--- src/include/reader_consts.svh ---
// Notes on behaviour
// (RL1) host serial port rate selectable among standard rates 9.6 to 921.6 kbaud.
// (RL2) host serial port runs at 115.2 kbaud after power-up until reconfigured.
// (RL3) reader commands arrive on host receive line; answers leave on transmit line.
// (RL4) diagnostic port sends microcontroller status; nothing need listen to it.
// (RL5) a diagnostic listener keeps one fixed 115.2 kbaud rate.
// (RL6) boot select low (pulled down) starts the flash bootstrap.
// (RL7) boot select high at power-up runs the ROM bootloader; host uses it for recovery.
// (RL8) module held in reset while reset line low, leaves reset when high.
// (RL9) reset line is two-way; module may pull it low; others stay high-impedance.
// (RL10) outside logic asserts reset only by open drain or switch to ground.
// (RL11) readiness output toggles at 1 Hz once boot completed and operational.
// (RL12) tag-activity output toggles at 1 Hz while tags are being inventoried.
// (RL13) tag-activity output held low when no inventory is running.
// (RL14) four user I/O lines, each configurable independently.
// (RL15) auxiliary converter codes are 12 bits across full scale.
// (RL16) host configures reader, idle mode, starts and stops operations by commands.
// (RL17) user I/O lines can trigger inventory and signal inventory events.
// (RL18) readiness output holds steady before boot completes or after boot failure.
// (RL19) both serial ports use 8 data bits, no parity, one stop bit.
`ifndef READER_CONSTS_SVH
`define READER_CONSTS_SVH
`define CLK_HZ 20000000
`define BAUD_0 9600
`define BAUD_1 19200
`define BAUD_2 38400
`define BAUD_3 57600
`define BAUD_4 115200
`define BAUD_5 230400
`define BAUD_6 460800
`define BAUD_7 921600
`define HOST_BAUD_DEF 3'h4
`define DBG_BAUD_SEL 3'h4
`define IND_PERIOD_MS 1000
`define PWRUP_HOLD_US 100
`define PWRUP_CYC (`CLK_HZ / 1000000 * `PWRUP_HOLD_US)
`define A_CTRL 8'h00
`define A_STAT 8'h04
`define A_HOST_TX 8'h08
`define A_HOST_RX 8'h0c
`define A_DBG_TX 8'h10
`define A_IO_MODE 8'h14
`define A_IO_OUT 8'h18
`define A_IO_IN 8'h1c
`define A_DAC 8'h20
`define A_ADC 8'h24
`define CTRL_BOOT_OK 3
`define CTRL_BOOT_FAIL 4
`define CTRL_INV 5
`define CTRL_RST_REQ 6
`define STAT_TRIG 7
`endif

--- src/include/reader_pkg.sv ---
package reader_pkg;
	typedef enum logic [1:0] {
		SER_IDLE = 2'b00,
		SER_START = 2'b01,
		SER_DATA = 2'b11,
		SER_STOP = 2'b10
	} ser_state_e;
	typedef enum logic [1:0] {
		IO_IN = 2'h0,
		IO_OUT = 2'h1,
		IO_TRIG = 2'h2,
		IO_EVENT = 2'h3
	} io_mode_e;
	typedef struct packed {
		logic wr;
		logic rd;
		logic [7:0] addr;
		logic [31:0] wdata;
	} reg_req_s;
	typedef struct packed {
		logic valid;
		logic [7:0] data;
	} byte_s;
endpackage

--- src/serial_port.sv ---
module serial_port
	import reader_pkg::*;
(
	input wire logic core_clk,
	input wire logic rst_b,
	input wire logic clear,
	input wire logic [11:0] divisor,
	input wire byte_s txReq,
	output logic txBusy,
	output logic txPin,
	input wire logic rxPin,
	output byte_s rxOut
);
	ser_state_e txSt_q, rxSt_q;
	logic [11:0] txCnt_q, rxCnt_q;
	logic [2:0] txBit_q, rxBit_q;
	logic [7:0] txSh_q, rxSh_q;
	logic rxS1_q, rxS2_q;

	assign txBusy = txSt_q != SER_IDLE;

	// start, 8 data lsb first, stop
	always_ff @(posedge core_clk or negedge rst_b) begin
		if (!rst_b) begin
			txSt_q <= SER_IDLE;
			txCnt_q <= 12'h000;
			txBit_q <= 3'h0;
			txSh_q <= 8'h00;
			txPin <= 1'b1;
		end else if (clear) begin
			txSt_q <= SER_IDLE;
			txPin <= 1'b1;
		end else if (txSt_q == SER_IDLE) begin
			if (txReq.valid) begin
				txSt_q <= SER_START; // RL19
				txSh_q <= txReq.data;
				txCnt_q <= divisor - 12'h001;
				txPin <= 1'b0;
			end
		end else if (txCnt_q != 12'h000) begin
			txCnt_q <= txCnt_q - 12'h001;
		end else begin
			txCnt_q <= divisor - 12'h001;
			unique case (txSt_q)
				SER_START, SER_DATA: begin
					if (txSt_q == SER_DATA && txBit_q == 3'h7) begin
						txSt_q <= SER_STOP; // RL19
						txPin <= 1'b1;
					end else begin
						if (txSt_q == SER_DATA) begin
							txBit_q <= txBit_q + 3'h1;
						end else begin
							txBit_q <= 3'h0;
						end
						txSt_q <= SER_DATA;
						txPin <= txSh_q[0];
						txSh_q <= txSh_q >> 1;
					end
				end
				SER_STOP: txSt_q <= SER_IDLE;
				SER_IDLE: txSt_q <= SER_IDLE;
			endcase
		end
	end

	always_ff @(posedge core_clk or negedge rst_b) begin
		if (!rst_b) begin
			rxS1_q <= 1'b1;
			rxS2_q <= 1'b1;
		end else begin
			rxS1_q <= rxPin;
			rxS2_q <= rxS1_q;
		end
	end

	always_ff @(posedge core_clk or negedge rst_b) begin
		if (!rst_b) begin
			rxSt_q <= SER_IDLE;
			rxCnt_q <= 12'h000;
			rxBit_q <= 3'h0;
			rxSh_q <= 8'h00;
			rxOut <= '0;
		end else begin
			rxOut.valid <= 1'b0;
			if (clear) begin
				rxSt_q <= SER_IDLE;
			end else if (rxSt_q == SER_IDLE) begin
				if (!rxS2_q) begin
					rxSt_q <= SER_START;
					rxCnt_q <= divisor >> 1;
				end
			end else if (rxCnt_q != 12'h000) begin
				rxCnt_q <= rxCnt_q - 12'h001;
			end else begin
				rxCnt_q <= divisor - 12'h001;
				unique case (rxSt_q)
					SER_START: begin
						rxSt_q <= rxS2_q ? SER_IDLE : SER_DATA;
						rxBit_q <= 3'h0;
					end
					SER_DATA: begin
						rxSh_q <= {rxS2_q, rxSh_q[7:1]};
						rxBit_q <= rxBit_q + 3'h1;
						if (rxBit_q == 3'h7) begin
							rxSt_q <= SER_STOP;
						end
					end
					SER_STOP: begin
						rxSt_q <= SER_IDLE; // RL19
						rxOut.valid <= rxS2_q;
						rxOut.data <= rxSh_q;
					end
					SER_IDLE: rxSt_q <= SER_IDLE;
				endcase
			end
		end
	end
endmodule

--- src/reader_host_ctrl.sv ---
// Decided for this implementation: the placing of the registers and strobed register access.
`include "reader_consts.svh"

module reader_host_ctrl
	import reader_pkg::*;
#(
	parameter int HALF_CYC = `CLK_HZ / 1000 * `IND_PERIOD_MS / 2
) (
	input wire logic core_clk,
	input wire logic rst_b,
	input wire reg_req_s regReq,
	output logic [31:0] regRdata,
	input wire logic hostRxPin,
	output logic hostTxPin,
	output logic dbgTxPin,
	input wire logic boot_select_in,
	output logic bootFromRom,
	input wire logic reset_line_n_in,
	output logic reset_line_n_out,
	output logic reset_line_n_oe,
	output logic coreHeld,
	input wire logic user_io_1_in,
	output logic user_io_1_out,
	output logic user_io_1_oe,
	input wire logic user_io_2_in,
	output logic user_io_2_out,
	output logic user_io_2_oe,
	input wire logic user_io_3_in,
	output logic user_io_3_out,
	output logic user_io_3_oe,
	input wire logic user_io_4_in,
	output logic user_io_4_out,
	output logic user_io_4_oe,
	output logic healthLed,
	output logic statusLed,
	output logic [11:0] dacCode,
	input wire logic [11:0] adcCode
);
	function automatic logic [11:0] baudDiv(input logic [2:0] sel);
		int rate;
		case (sel)
			3'h0: rate = `BAUD_0;
			3'h1: rate = `BAUD_1;
			3'h2: rate = `BAUD_2;
			3'h3: rate = `BAUD_3;
			3'h4: rate = `BAUD_4;
			3'h5: rate = `BAUD_5;
			3'h6: rate = `BAUD_6;
			default: rate = `BAUD_7;
		endcase
		baudDiv = 12'((`CLK_HZ + rate / 2) / rate);
	endfunction

	logic [17:0] pinS1_q, pinS2_q;
	logic [3:0] ioIn, ioPrev_q, trigEdge, ioOut_q, ioOe_q, gpioOut_q;
	logic [7:0] gpioMode_q;
	logic lineHeld;
	logic [11:0] pwrCnt_q, hostDiv, dac_q;
	logic [2:0] baudSel_q;
	logic bootOk_q, bootFail_q, invActive_q, trigFlag_q, bootRom_q;
	logic healthOk, tick;
	logic [23:0] tickCnt_q;
	logic healthLed_q, statusLed_q;
	logic wrCtrl, wrStat, wrMode, wrOut, wrDac, rdHostRx;
	byte_s hostTxReq, dbgTxReq, hostRxOut;
	logic hostTxBusy, dbgTxBusy;
	logic [7:0] hostRxData_q;
	logic hostRxHave_q;
	logic [31:0] rdata_q;

	assign ioIn = {user_io_4_in, user_io_3_in, user_io_2_in, user_io_1_in};

	// pin synchronisers: boot, line, user io, converter code
	always_ff @(posedge core_clk or negedge rst_b) begin
		if (!rst_b) begin
			pinS1_q <= 18'h00002;
			pinS2_q <= 18'h00002;
			ioPrev_q <= 4'h0;
		end else begin
			pinS1_q <= {adcCode, ioIn, reset_line_n_in, boot_select_in};
			pinS2_q <= pinS1_q;
			ioPrev_q <= pinS2_q[5:2];
		end
	end

	assign lineHeld = !pinS2_q[1]; // RL8
	assign coreHeld = lineHeld;

	assign wrCtrl = regReq.wr && regReq.addr == `A_CTRL;
	assign wrStat = regReq.wr && regReq.addr == `A_STAT;
	assign wrMode = regReq.wr && regReq.addr == `A_IO_MODE;
	assign wrOut = regReq.wr && regReq.addr == `A_IO_OUT;
	assign wrDac = regReq.wr && regReq.addr == `A_DAC;
	assign rdHostRx = regReq.rd && regReq.addr == `A_HOST_RX;

	// reset line: pulled low only, at power-up and on software request
	always_ff @(posedge core_clk or negedge rst_b) begin
		if (!rst_b) begin
			pwrCnt_q <= 12'(`PWRUP_CYC);
		end else if (wrCtrl && regReq.wdata[`CTRL_RST_REQ]) begin
			pwrCnt_q <= 12'(`PWRUP_CYC); // RL9
		end else if (pwrCnt_q != 12'h000) begin
			pwrCnt_q <= pwrCnt_q - 12'h001;
		end
	end

	assign reset_line_n_out = 1'b0;
	assign reset_line_n_oe = pwrCnt_q != 12'h000; // RL9

	// boot mode caught while the line holds the module in reset
	always_ff @(posedge core_clk or negedge rst_b) begin
		if (!rst_b) begin
			bootRom_q <= 1'b0;
		end else if (lineHeld) begin
			bootRom_q <= pinS2_q[0]; // RL6 RL7
		end
	end

	assign bootFromRom = bootRom_q;

	// control register, returns to defaults while held in reset
	always_ff @(posedge core_clk or negedge rst_b) begin
		if (!rst_b) begin
			baudSel_q <= `HOST_BAUD_DEF;
			bootOk_q <= 1'b0;
			bootFail_q <= 1'b0;
			invActive_q <= 1'b0;
		end else if (lineHeld) begin
			baudSel_q <= `HOST_BAUD_DEF; // RL2
			bootOk_q <= 1'b0;
			bootFail_q <= 1'b0;
			invActive_q <= 1'b0;
		end else begin
			if (wrCtrl) begin
				baudSel_q <= regReq.wdata[2:0]; // RL1
				bootOk_q <= regReq.wdata[`CTRL_BOOT_OK];
				bootFail_q <= regReq.wdata[`CTRL_BOOT_FAIL];
			end
			if (|trigEdge) begin
				invActive_q <= 1'b1; // RL17
			end else if (wrCtrl) begin
				invActive_q <= regReq.wdata[`CTRL_INV];
			end
		end
	end

	assign hostDiv = baudDiv(baudSel_q); // RL1

	// trigger seen flag, an edge wins over a clear
	always_ff @(posedge core_clk or negedge rst_b) begin
		if (!rst_b) begin
			trigFlag_q <= 1'b0;
		end else if (|trigEdge) begin
			trigFlag_q <= 1'b1; // RL17
		end else if (lineHeld || (wrStat && regReq.wdata[`STAT_TRIG])) begin
			trigFlag_q <= 1'b0;
		end
	end

	always_ff @(posedge core_clk or negedge rst_b) begin
		if (!rst_b) begin
			gpioMode_q <= 8'h00;
			gpioOut_q <= 4'h0;
			dac_q <= 12'h000;
		end else if (lineHeld) begin
			gpioMode_q <= 8'h00;
			gpioOut_q <= 4'h0;
		end else begin
			if (wrMode) begin
				gpioMode_q <= regReq.wdata[7:0]; // RL14
			end
			if (wrOut) begin
				gpioOut_q <= regReq.wdata[3:0];
			end
			if (wrDac) begin
				dac_q <= regReq.wdata[11:0]; // RL15
			end
		end
	end

	assign dacCode = dac_q;

	// per line: input, output, trigger input, inventory event output
	for (genvar i = 0; i < 4; i++) begin : g_io
		io_mode_e mode;
		assign mode = io_mode_e'(gpioMode_q[2*i +: 2]);
		assign trigEdge[i] = mode == IO_TRIG && pinS2_q[2+i] && !ioPrev_q[i] && !lineHeld; // RL17
		always_ff @(posedge core_clk or negedge rst_b) begin
			if (!rst_b) begin
				ioOut_q[i] <= 1'b0;
				ioOe_q[i] <= 1'b0;
			end else begin
				ioOe_q[i] <= mode == IO_OUT || mode == IO_EVENT; // RL14
				ioOut_q[i] <= mode == IO_EVENT ? invActive_q : gpioOut_q[i]; // RL17
			end
		end
	end

	assign user_io_1_out = ioOut_q[0];
	assign user_io_2_out = ioOut_q[1];
	assign user_io_3_out = ioOut_q[2];
	assign user_io_4_out = ioOut_q[3];
	assign user_io_1_oe = ioOe_q[0];
	assign user_io_2_oe = ioOe_q[1];
	assign user_io_3_oe = ioOe_q[2];
	assign user_io_4_oe = ioOe_q[3];

	// half-period tick for both indicators
	always_ff @(posedge core_clk or negedge rst_b) begin
		if (!rst_b) begin
			tickCnt_q <= 24'h000000;
		end else if (tick) begin
			tickCnt_q <= 24'h000000;
		end else begin
			tickCnt_q <= tickCnt_q + 24'h000001;
		end
	end

	assign tick = tickCnt_q >= 24'(HALF_CYC - 1);
	assign healthOk = bootOk_q && !bootFail_q && !lineHeld;

	always_ff @(posedge core_clk or negedge rst_b) begin
		if (!rst_b) begin
			healthLed_q <= 1'b0;
		end else if (!healthOk) begin
			healthLed_q <= 1'b0; // RL18
		end else if (tick) begin
			healthLed_q <= !healthLed_q; // RL11
		end
	end

	always_ff @(posedge core_clk or negedge rst_b) begin
		if (!rst_b) begin
			statusLed_q <= 1'b0;
		end else if (!invActive_q || lineHeld) begin
			statusLed_q <= 1'b0; // RL13
		end else if (tick) begin
			statusLed_q <= !statusLed_q; // RL12
		end
	end

	assign healthLed = healthLed_q;
	assign statusLed = statusLed_q;

	// serial ports; a write while busy is dropped
	assign hostTxReq = {regReq.wr && regReq.addr == `A_HOST_TX, regReq.wdata[7:0]}; // RL3
	assign dbgTxReq = {regReq.wr && regReq.addr == `A_DBG_TX, regReq.wdata[7:0]}; // RL4

	serial_port u_host (
		.core_clk(core_clk),
		.rst_b(rst_b),
		.clear(lineHeld),
		.divisor(hostDiv),
		.txReq(hostTxReq),
		.txBusy(hostTxBusy),
		.txPin(hostTxPin),
		.rxPin(hostRxPin),
		.rxOut(hostRxOut)
	);

	serial_port u_dbg (
		.core_clk(core_clk),
		.rst_b(rst_b),
		.clear(lineHeld),
		.divisor(baudDiv(`DBG_BAUD_SEL)),
		.txReq(dbgTxReq),
		.txBusy(dbgTxBusy),
		.txPin(dbgTxPin),
		.rxPin(1'b1),
		.rxOut()
	);

	// received command byte, a new byte wins over the read that clears
	always_ff @(posedge core_clk or negedge rst_b) begin
		if (!rst_b) begin
			hostRxData_q <= 8'h00;
			hostRxHave_q <= 1'b0;
		end else if (hostRxOut.valid) begin
			hostRxData_q <= hostRxOut.data; // RL3
			hostRxHave_q <= 1'b1;
		end else if (rdHostRx || lineHeld) begin
			hostRxHave_q <= 1'b0;
		end
	end

	always_ff @(posedge core_clk or negedge rst_b) begin
		if (!rst_b) begin
			rdata_q <= 32'h00000000;
		end else if (regReq.rd) begin
			case (regReq.addr)
				`A_CTRL: rdata_q <= {26'h0, invActive_q, bootFail_q, bootOk_q, baudSel_q};
				`A_STAT: rdata_q <= {24'h0, trigFlag_q, pinS2_q[1], dbgTxBusy, hostTxBusy,
					hostRxHave_q, statusLed_q, healthLed_q, bootRom_q};
				`A_HOST_RX: rdata_q <= {24'h0, hostRxData_q};
				`A_IO_MODE: rdata_q <= {24'h0, gpioMode_q};
				`A_IO_OUT: rdata_q <= {28'h0, gpioOut_q};
				`A_IO_IN: rdata_q <= {28'h0, pinS2_q[5:2]};
				`A_DAC: rdata_q <= {20'h0, dac_q};
				`A_ADC: rdata_q <= {20'h0, pinS2_q[17:6]}; // RL15
				default: rdata_q <= 32'h00000000;
			endcase
		end else begin
			rdata_q <= 32'h00000000;
		end
	end

	assign regRdata = rdata_q;
endmodule

--- config.mk ---
export PLATFORM = sky130hd
export DESIGN_NAME = reader_host_ctrl
export DESIGN_NICKNAME = d
export VERILOG_FILES = /design/src/include/reader_pkg.sv /design/src/serial_port.sv /design/src/reader_host_ctrl.sv
export VERILOG_INCLUDE_DIRS = /design/src /design/src/include
export SDC_FILE = /design/constraint.sdc
export NUM_CORES = 1
export LEC_CHECK = 0
export ABC_AREA = 1
export BUFFER_PORTS_ARGS = -buffer_cell sky130_fd_sc_hd__buf_2
export CORE_MARGIN = 10
export CORE_UTILIZATION = 33
export CTS_BUF_LIST = sky130_fd_sc_hd__clkbuf_8 sky130_fd_sc_hd__clkbuf_16
export DETAILED_ROUTE_END_ITERATION = 8
export GPL_TIMING_DRIVEN = 0
export SYNTH_ARGS = -nofsm -noshare
export SYNTH_HDL_FRONTEND = slang
export SYNTH_SLANG_ARGS = --single-unit
--- constraint.sdc ---
create_clock -name core_clk -period 28.8 [get_ports core_clk]
set_clock_uncertainty 0.05 [all_clocks]
set_input_delay 5.76 -clock core_clk [delete_from_list [all_inputs] [get_ports core_clk]]
set_output_delay 5.76 -clock core_clk [all_outputs]
set_load 0.01 [all_outputs]
==> results of run 1 <==
-- cell families after synthesis --
kind of cell	after synthesis	synth area share
AOI/OAI and AO/OA	625	0.146
buffers and inverters	648	0.110
muxes	9	0.00413
other	2	0.000310
xor gates and xnor gates	128	0.0471
DFF	227	0.235
adders and majority gates	195	0.101
and+or+nand+nor	1910	0.357
-- per-stage QoR --
step / setup slack [ps] / instances / setup TNS, ps / util
floorplan: 4.48 / 3775 / 0 / -
global placement: -7870 / 4815 / -127560 / 0.358
detailed placement: -8030 / 4817 / -130500 / 0.359
CTS: -628 / 5189 / -4770 / 0.429
global route: -2370 / 5282 / -36070 / 0.456
finish: -892 / 5282 / -9170 / 0.456
-- cell usage after synthesis (6+ instances only) --
library cell  count  share of area
a31oi_1          38         0.0098
o21a_1            7         0.0022
xor2_1           90          0.032
nor2_2            8         0.0021
dfrtp_1         214           0.22
o31ai_1          10         0.0031
nand3b_1         15         0.0046
nand3_2          26          0.011
nand2_2          39          0.010
o21bai_1          9         0.0028
nand3_1         287          0.059
o22ai_1          15         0.0039
nand4_1          77          0.020
o21ai_0         241          0.050
o211ai_1         16         0.0050
nor2_4           13         0.0060
clkbuf_1         44         0.0068
buf_2            23         0.0047
or2_2            16         0.0041
a22o_1            6         0.0022
o2111ai_1         6         0.0022
mux2_2            8         0.0037
nor4_1           21         0.0054
buf_4            28         0.0087
nand2_1         902           0.14
xnor2_1          35          0.013
nand2_4          14         0.0065
a221oi_1          8         0.0029
dfstp_2          13          0.014
o21ai_1          30         0.0062
nor2_1          387          0.060
inv_1           500          0.077
inv_2            28         0.0043
a21oi_1         192          0.040
nor3_1           74          0.015
buf_6            11         0.0051
ha_1            195           0.10
a21o_1            7         0.0022
-- cell type report --
type	count	area share
multi-input cells	2902	0.563
plain buffers	110	0.0278
well taps	959	0.0361
clock buffers	28	0.0201
repair buffers	498	0.111
clock inverters	18	0.00681
repair inverters	2	0.000339
flip-flops and latches	227	0.171
inverters	538	0.0641
-- state kept, by name, indices dropped and copies added, names as in the netlist, 9 cells and up --
signal,count
pinS1_q,18
u_host.rxCnt_q,12
pinS2_q,18
u_host.txCnt_q,12
regRdata,12
dacCode,12
tickCnt_q,24
u_dbg.txCnt_q,12
u_host.rxOut,9
pwrCnt_q,12
-- repair_timing --
| action | CTS | global route |
|---|---|---|
| endpoints found under the setup margin | 18 | 18 |
| gates resized for setup | 412 | 284 |
| cloned | 13 | 0 |
| buffers inserted | 313 | 95 |
| pin swaps | 222 | 220 |
-- per-layer routing --
| layer | routed length, um | GRT usage | vias to the layer above |
|---|---|---|---|
| li1 | - | - | 13400 |
| met1 | 38700 | 0.258 | 12900 |
| met2 | 42500 | 0.332 | 1149 |
| met3 | 7480 | 0.0287 | 311 |
| met4 | 4200 | 0.0807 | 0 |
| met5 | 0 | 0 | - |
-- how the worst max path moves through the flow --
| stage | end | slack, ps | depth (start not counted) |
|---|---|---|---|
| after floorplan | u_host.rxCnt_q[10]$_DFFE_PN0P_ | 4 | 241 |
| after global placement | u_host.rxCnt_q[10]$_DFFE_PN0P_ | -7870 | 239 |
| after detailed placement | u_host.rxCnt_q[10]$_DFFE_PN0P_ | -8030 | 242 |
| after CTS | u_host.rxCnt_q[10]$_DFFE_PN0P_ | -630 | 244 |
| after global routing | u_host.rxCnt_q[10]$_DFFE_PN0P_ | -2370 | 252 |
| final | u_host.txCnt_q[10]$_DFFE_PN0P_ | -890 | 245 |
==> metrics, run 1 <==
status finished with violations; failing checks capacitance limit, slew limit, setup timing; PortBufs 81; vias 27800; total gr overflow 0; Root Driver clkbuf_16; area post-placement about 26000 sq um; fin crit share 1.03; Die Ht about 290 um; H-tree Lvls 1; CTS sink count 227; maximum clock path buffer count 3; initial antenna violation count 0; crit-path leading delay family simple AND/OR/NAND/NOR gates; slew margin rel. -0.0235; drt initial violations ~2600; post-DP HPWL between 60000 and 70000 um; largest net degree at the start of global routing ~120; Inserted Diodes 0; most common cell after layout, fill and taps aside nand2_1; Hold Crit Class flop to flop; drt wl/cell ~18 um; Synth warnings 0; hold violation total from the final report 0; # DRC 0; Worst Path Arrival 30100 ps; Finished Cell Area around 33000 sq um; syn avg cell area 6.48 sq um; Layout fillers 7157; final setup fails 18; GP Congestion around 0.96; Main synth FF type dfrtp_1; global-route wire length before repair 141000 um; setup ws final -892 ps; #FFs+latches synth roughly 230; CP max FO 8; most frequent cells in the layout nand2_1, inv_1, buf_4; Hold Path End pinS2_q[17]$_DFF_PN0_; Syn Std Cell Area 24300 sq um; register area share after synthesis 0.235; EDFF count, synth 0; # rows 99; fraction of registers with async set/reset 1.00; crit path kind flop to flop; Area growth, synth to finish 37.1%; Top Ports 123; vias in the first global route 26200; cts bufs inserted 25; worst setup path startpoint baudSel_q[2]$_DFFE_PN1P_; CP dominant cell by count nand2_2; Worst Hold Launch pinS1_q[17]$_DFF_PN0_; Final Max Tran Viols 17; Starting Density 0.333; R2R Setup Slk -890 ps; Die X 291 um; Worst-path clk slew about 70 ps; gr usage total 0.200; FF-to-FF End u_host.txCnt_q[10]$_DFFE_PN0P_; Critical-path top delay cell dfstp_2; final wirelength 92900 um; Fin Hold WS 274 ps; CTS tree yes; die area between 80000 and 90000 sq um; storage element area 5700 sq um; upper clock frequency limit approximately 0.034 GHz; multi-input gate area in the final layout 18700 sq um; crit path time final 29690 ps; Reg-to-Reg Start baudSel_q[2]$_DFFE_PN1P_; max cap viols 1; Synth cell types 78; final net count 4562; DRT Pass-1 Iters 7; worst-skew pair later-pin latency approximately 540 ps; Req. time, crit path about 30000 ps; WHS Path Cells 0; Critical Path Sink Type flop; slowest cell delay on critical path 610 ps; fraction of layout cells with a size suffix above 1 0.288; Routed Antenna Nets 0; vias per cell about 5.3; core area 73000 sq um; Worst-Margin Slew 1530 ps; Synth Instances 3744; Reg2Reg Depth about 250; RSZ-0062 raised after global routing yes; startpoint types flop; CTS hold repair buffers 0; Crit path buffers/inverters 59
Power of run 1 is left out: the tool's default activity adds up to more than one toggle a clock period on the data nets, which glitch-free logic cannot reach.
==> run 2: changes to the inputs <==
--- a/config.mk
+++ b/config.mk
@@ -7,12 +7,13 @@
 export NUM_CORES = 1
 export LEC_CHECK = 0
 export ABC_AREA = 1
-export BUFFER_PORTS_ARGS = -buffer_cell sky130_fd_sc_hd__buf_2
+export BUFFER_PORTS_ARGS = -buffer_cell sky130_fd_sc_hd__buf_4
 export CORE_MARGIN = 10
 export CORE_UTILIZATION = 33
 export CTS_BUF_LIST = sky130_fd_sc_hd__clkbuf_8 sky130_fd_sc_hd__clkbuf_16
 export DETAILED_ROUTE_END_ITERATION = 8
 export GPL_TIMING_DRIVEN = 0
+export PLACE_DENSITY = 0.6
 export SYNTH_ARGS = -nofsm -noshare
 export SYNTH_HDL_FRONTEND = slang
 export SYNTH_SLANG_ARGS = --single-unit
==> run 2 against run 1 <==
Effect of this change: the run still ends with capacitance limit, slew limit, setup timing left; final cell count is 0.95% higher; routed wire length is 3.9% higher; die area stayed put; critical endpoint unchanged.
==> metrics, run 2 (synthesized netlist as in run 1, its figures left out) <==
status finished with violations; failing checks capacitance limit, slew limit, setup timing; Inserted Diodes 0 (unchanged); Worst-Margin Slew 1550 ps (+14.5 ps); met1 Track Usage GR 0.259 (+0.00129); Req. time, crit path 29150 ps (-60 ps); Starting Density 0.333 (unchanged); H-tree Lvls 1 (unchanged); Die Ht 291 um (unchanged); max cap viols 2 (+1); GP Congestion 0.940 (-1.7%); Area growth, synth to finish 40.1%; maximum clock path buffer count 3 (unchanged); vias in the first global route 26700 (+1.9%); # rows 99 (unchanged); Layout fillers 7082 (-1.0%); total gr overflow 0 (unchanged); multi-input gate area in the final layout 18700 sq um (about the same); pre-CTS WS -8260 ps (-233 ps); hold violation total from the final report 0 (unchanged); storage element area 5700 sq um (unchanged); Die X 291 um (unchanged); final setup fails 18 (unchanged); Finished Cell Area 34000 sq um (+2.2%); Hold Crit Class flop to flop; RSZ-0062 raised after global routing yes; slew margin rel. -0.0346 (-0.0110); vias 28400 (+2.2%); Top Ports 123 (unchanged); max reg flops 24 (unchanged); # DRC 0 (unchanged); Critical Path Sink Type flop; Worst-path clk slew 60 ps (about the same); drt initial violations 2763 (+5.1%); die area 84800 sq um (unchanged); initial antenna violation count 0 (unchanged); Critical-path top delay cell dfrtp_2; slowest cell delay on critical path 450 ps (-160 ps); post-DP HPWL 65000 um (+0.83%); CP max FO 10 (+2); CTS sink count 227 (unchanged); Final Max Tran Viols 35 (+18); gr usage total 0.208 (+0.00810); biggest regs tickCnt_q: 24 flops, pinS1_q: 18 flops, pinS2_q: 18 flops; CTS hold repair buffers 0 (unchanged); drt wl/cell 18.1 um (+2.9%); M3 GR Usage 0.0346 (+0.00592); DRT Pass-1 Iters 8 (+1); final net count 4613 (+1.1%); final core utilization 0.466 (+0.00991); upper clock frequency limit 0.0331 GHz (-1.6%); cts bufs inserted 25 (unchanged); fin crit share 1.05 (+0.0170); Routed Antenna Nets 0 (unchanged); most common cell after layout, fill and taps aside nand2_1; final wirelength 96500 um (+3.9%); Worst Path Arrival 30530 ps (+430 ps); CTS tree yes; largest net degree at the start of global routing 93 (-22%); crit path time final 30180 ps (+491 ps); vias per cell 5.33 (+1.2%); Fin Hold WS 292 ps (+18.6 ps); most frequent cells in the layout nand2_1, buf_4, inv_1; core area 73000 sq um (unchanged); PortBufs 81 (unchanged); global-route wire length before repair 146000 um (+3.1%); Global Route met2 Usage 0.351 (+0.0194); GRT Max-Usage Layer met2; crit path kind flop to flop; area post-placement 26400 sq um (+0.87%); worst-skew pair later-pin latency 530 ps (about the same); setup ws final -1380 ps (-491 ps); startpoint types flop; fraction of layout cells with a size suffix above 1 0.300 (+0.0118); CP dominant cell by count buf_4; Reg with most FFs tickCnt_q; Root Driver clkbuf_16
-- run 2: cell type report --
class	instances	share of cell area
multi-input cells	2902	0.551
flip-flops and latches	227	0.168
repair buffers	549	0.129
inverters	538	0.0631
well taps	959	0.0353
plain buffers	110	0.0275
clock buffers	29	0.0200
clock inverters	16	0.00655
repair inverters	2	0.000331
-- run 2: timing repair --
item	in CTS	in global routing
cloned	11	0
endpoints found under the hold margin	0	0
setup endpoints to repair	18	18
gates resized for setup	477	249
pin swaps	225	219
setup buffers	362	101
-- run 2: critical path: cells and delay by family (launching register included) --
| family | cells | cell delay (ps) |
|---|---|---|
| AND/OR/NAND/NOR | 90 | 9740 |
| buffers and inverters | 78 | 8970 |
| AO/OA/AOI/OAI | 32 | 5160 |
| adder cells (fa/ha/maj) | 18 | 4660 |
| XOR/XNOR | 6 | 890 |
| flip-flops | 1 | 450 |
-- run 2: path summary, 6_finish.rpt --
check / start / end / slack (ps) / cells after the start
max: baudSel_q[1]$_DFFE_PN0P_ / u_host.txCnt_q[10]$_DFFE_PN0P_ / -1380 / 224
min reg2reg: pinS1_q[11]$_DFF_PN0_ / pinS2_q[11]$_DFF_PN0_ / 290 / 0
max in group asynchronous: rst_b / pwrCnt_q[4]$_DFFE_PN1P_ / 22740 / 2
max reg2reg: baudSel_q[1]$_DFFE_PN0P_ / u_host.txCnt_q[10]$_DFFE_PN0P_ / -1380 / 224
min: pinS1_q[11]$_DFF_PN0_ / pinS2_q[11]$_DFF_PN0_ / 290 / 0
min in group asynchronous: rst_b / user_io_2_oe$_DFF_PN0_ / 5110 / 1
-- run 2: metrics by stage --
step / setup TNS, ps / cells
floorplan: 0 / 3775
global placement: -135510 / 4815
detailed placement: -135280 / 4818
CTS: -2760 / 5234
global route: -41390 / 5332
finish: -19050 / 5332
-- run 2: layer usage --
layer  part of all wire  wire length [um]
met5                  0                 0
met4              0.054              5210
met1               0.40             38800
met2               0.46             44400
met3              0.084              8070
Power of run 2 is left out for the same reason.
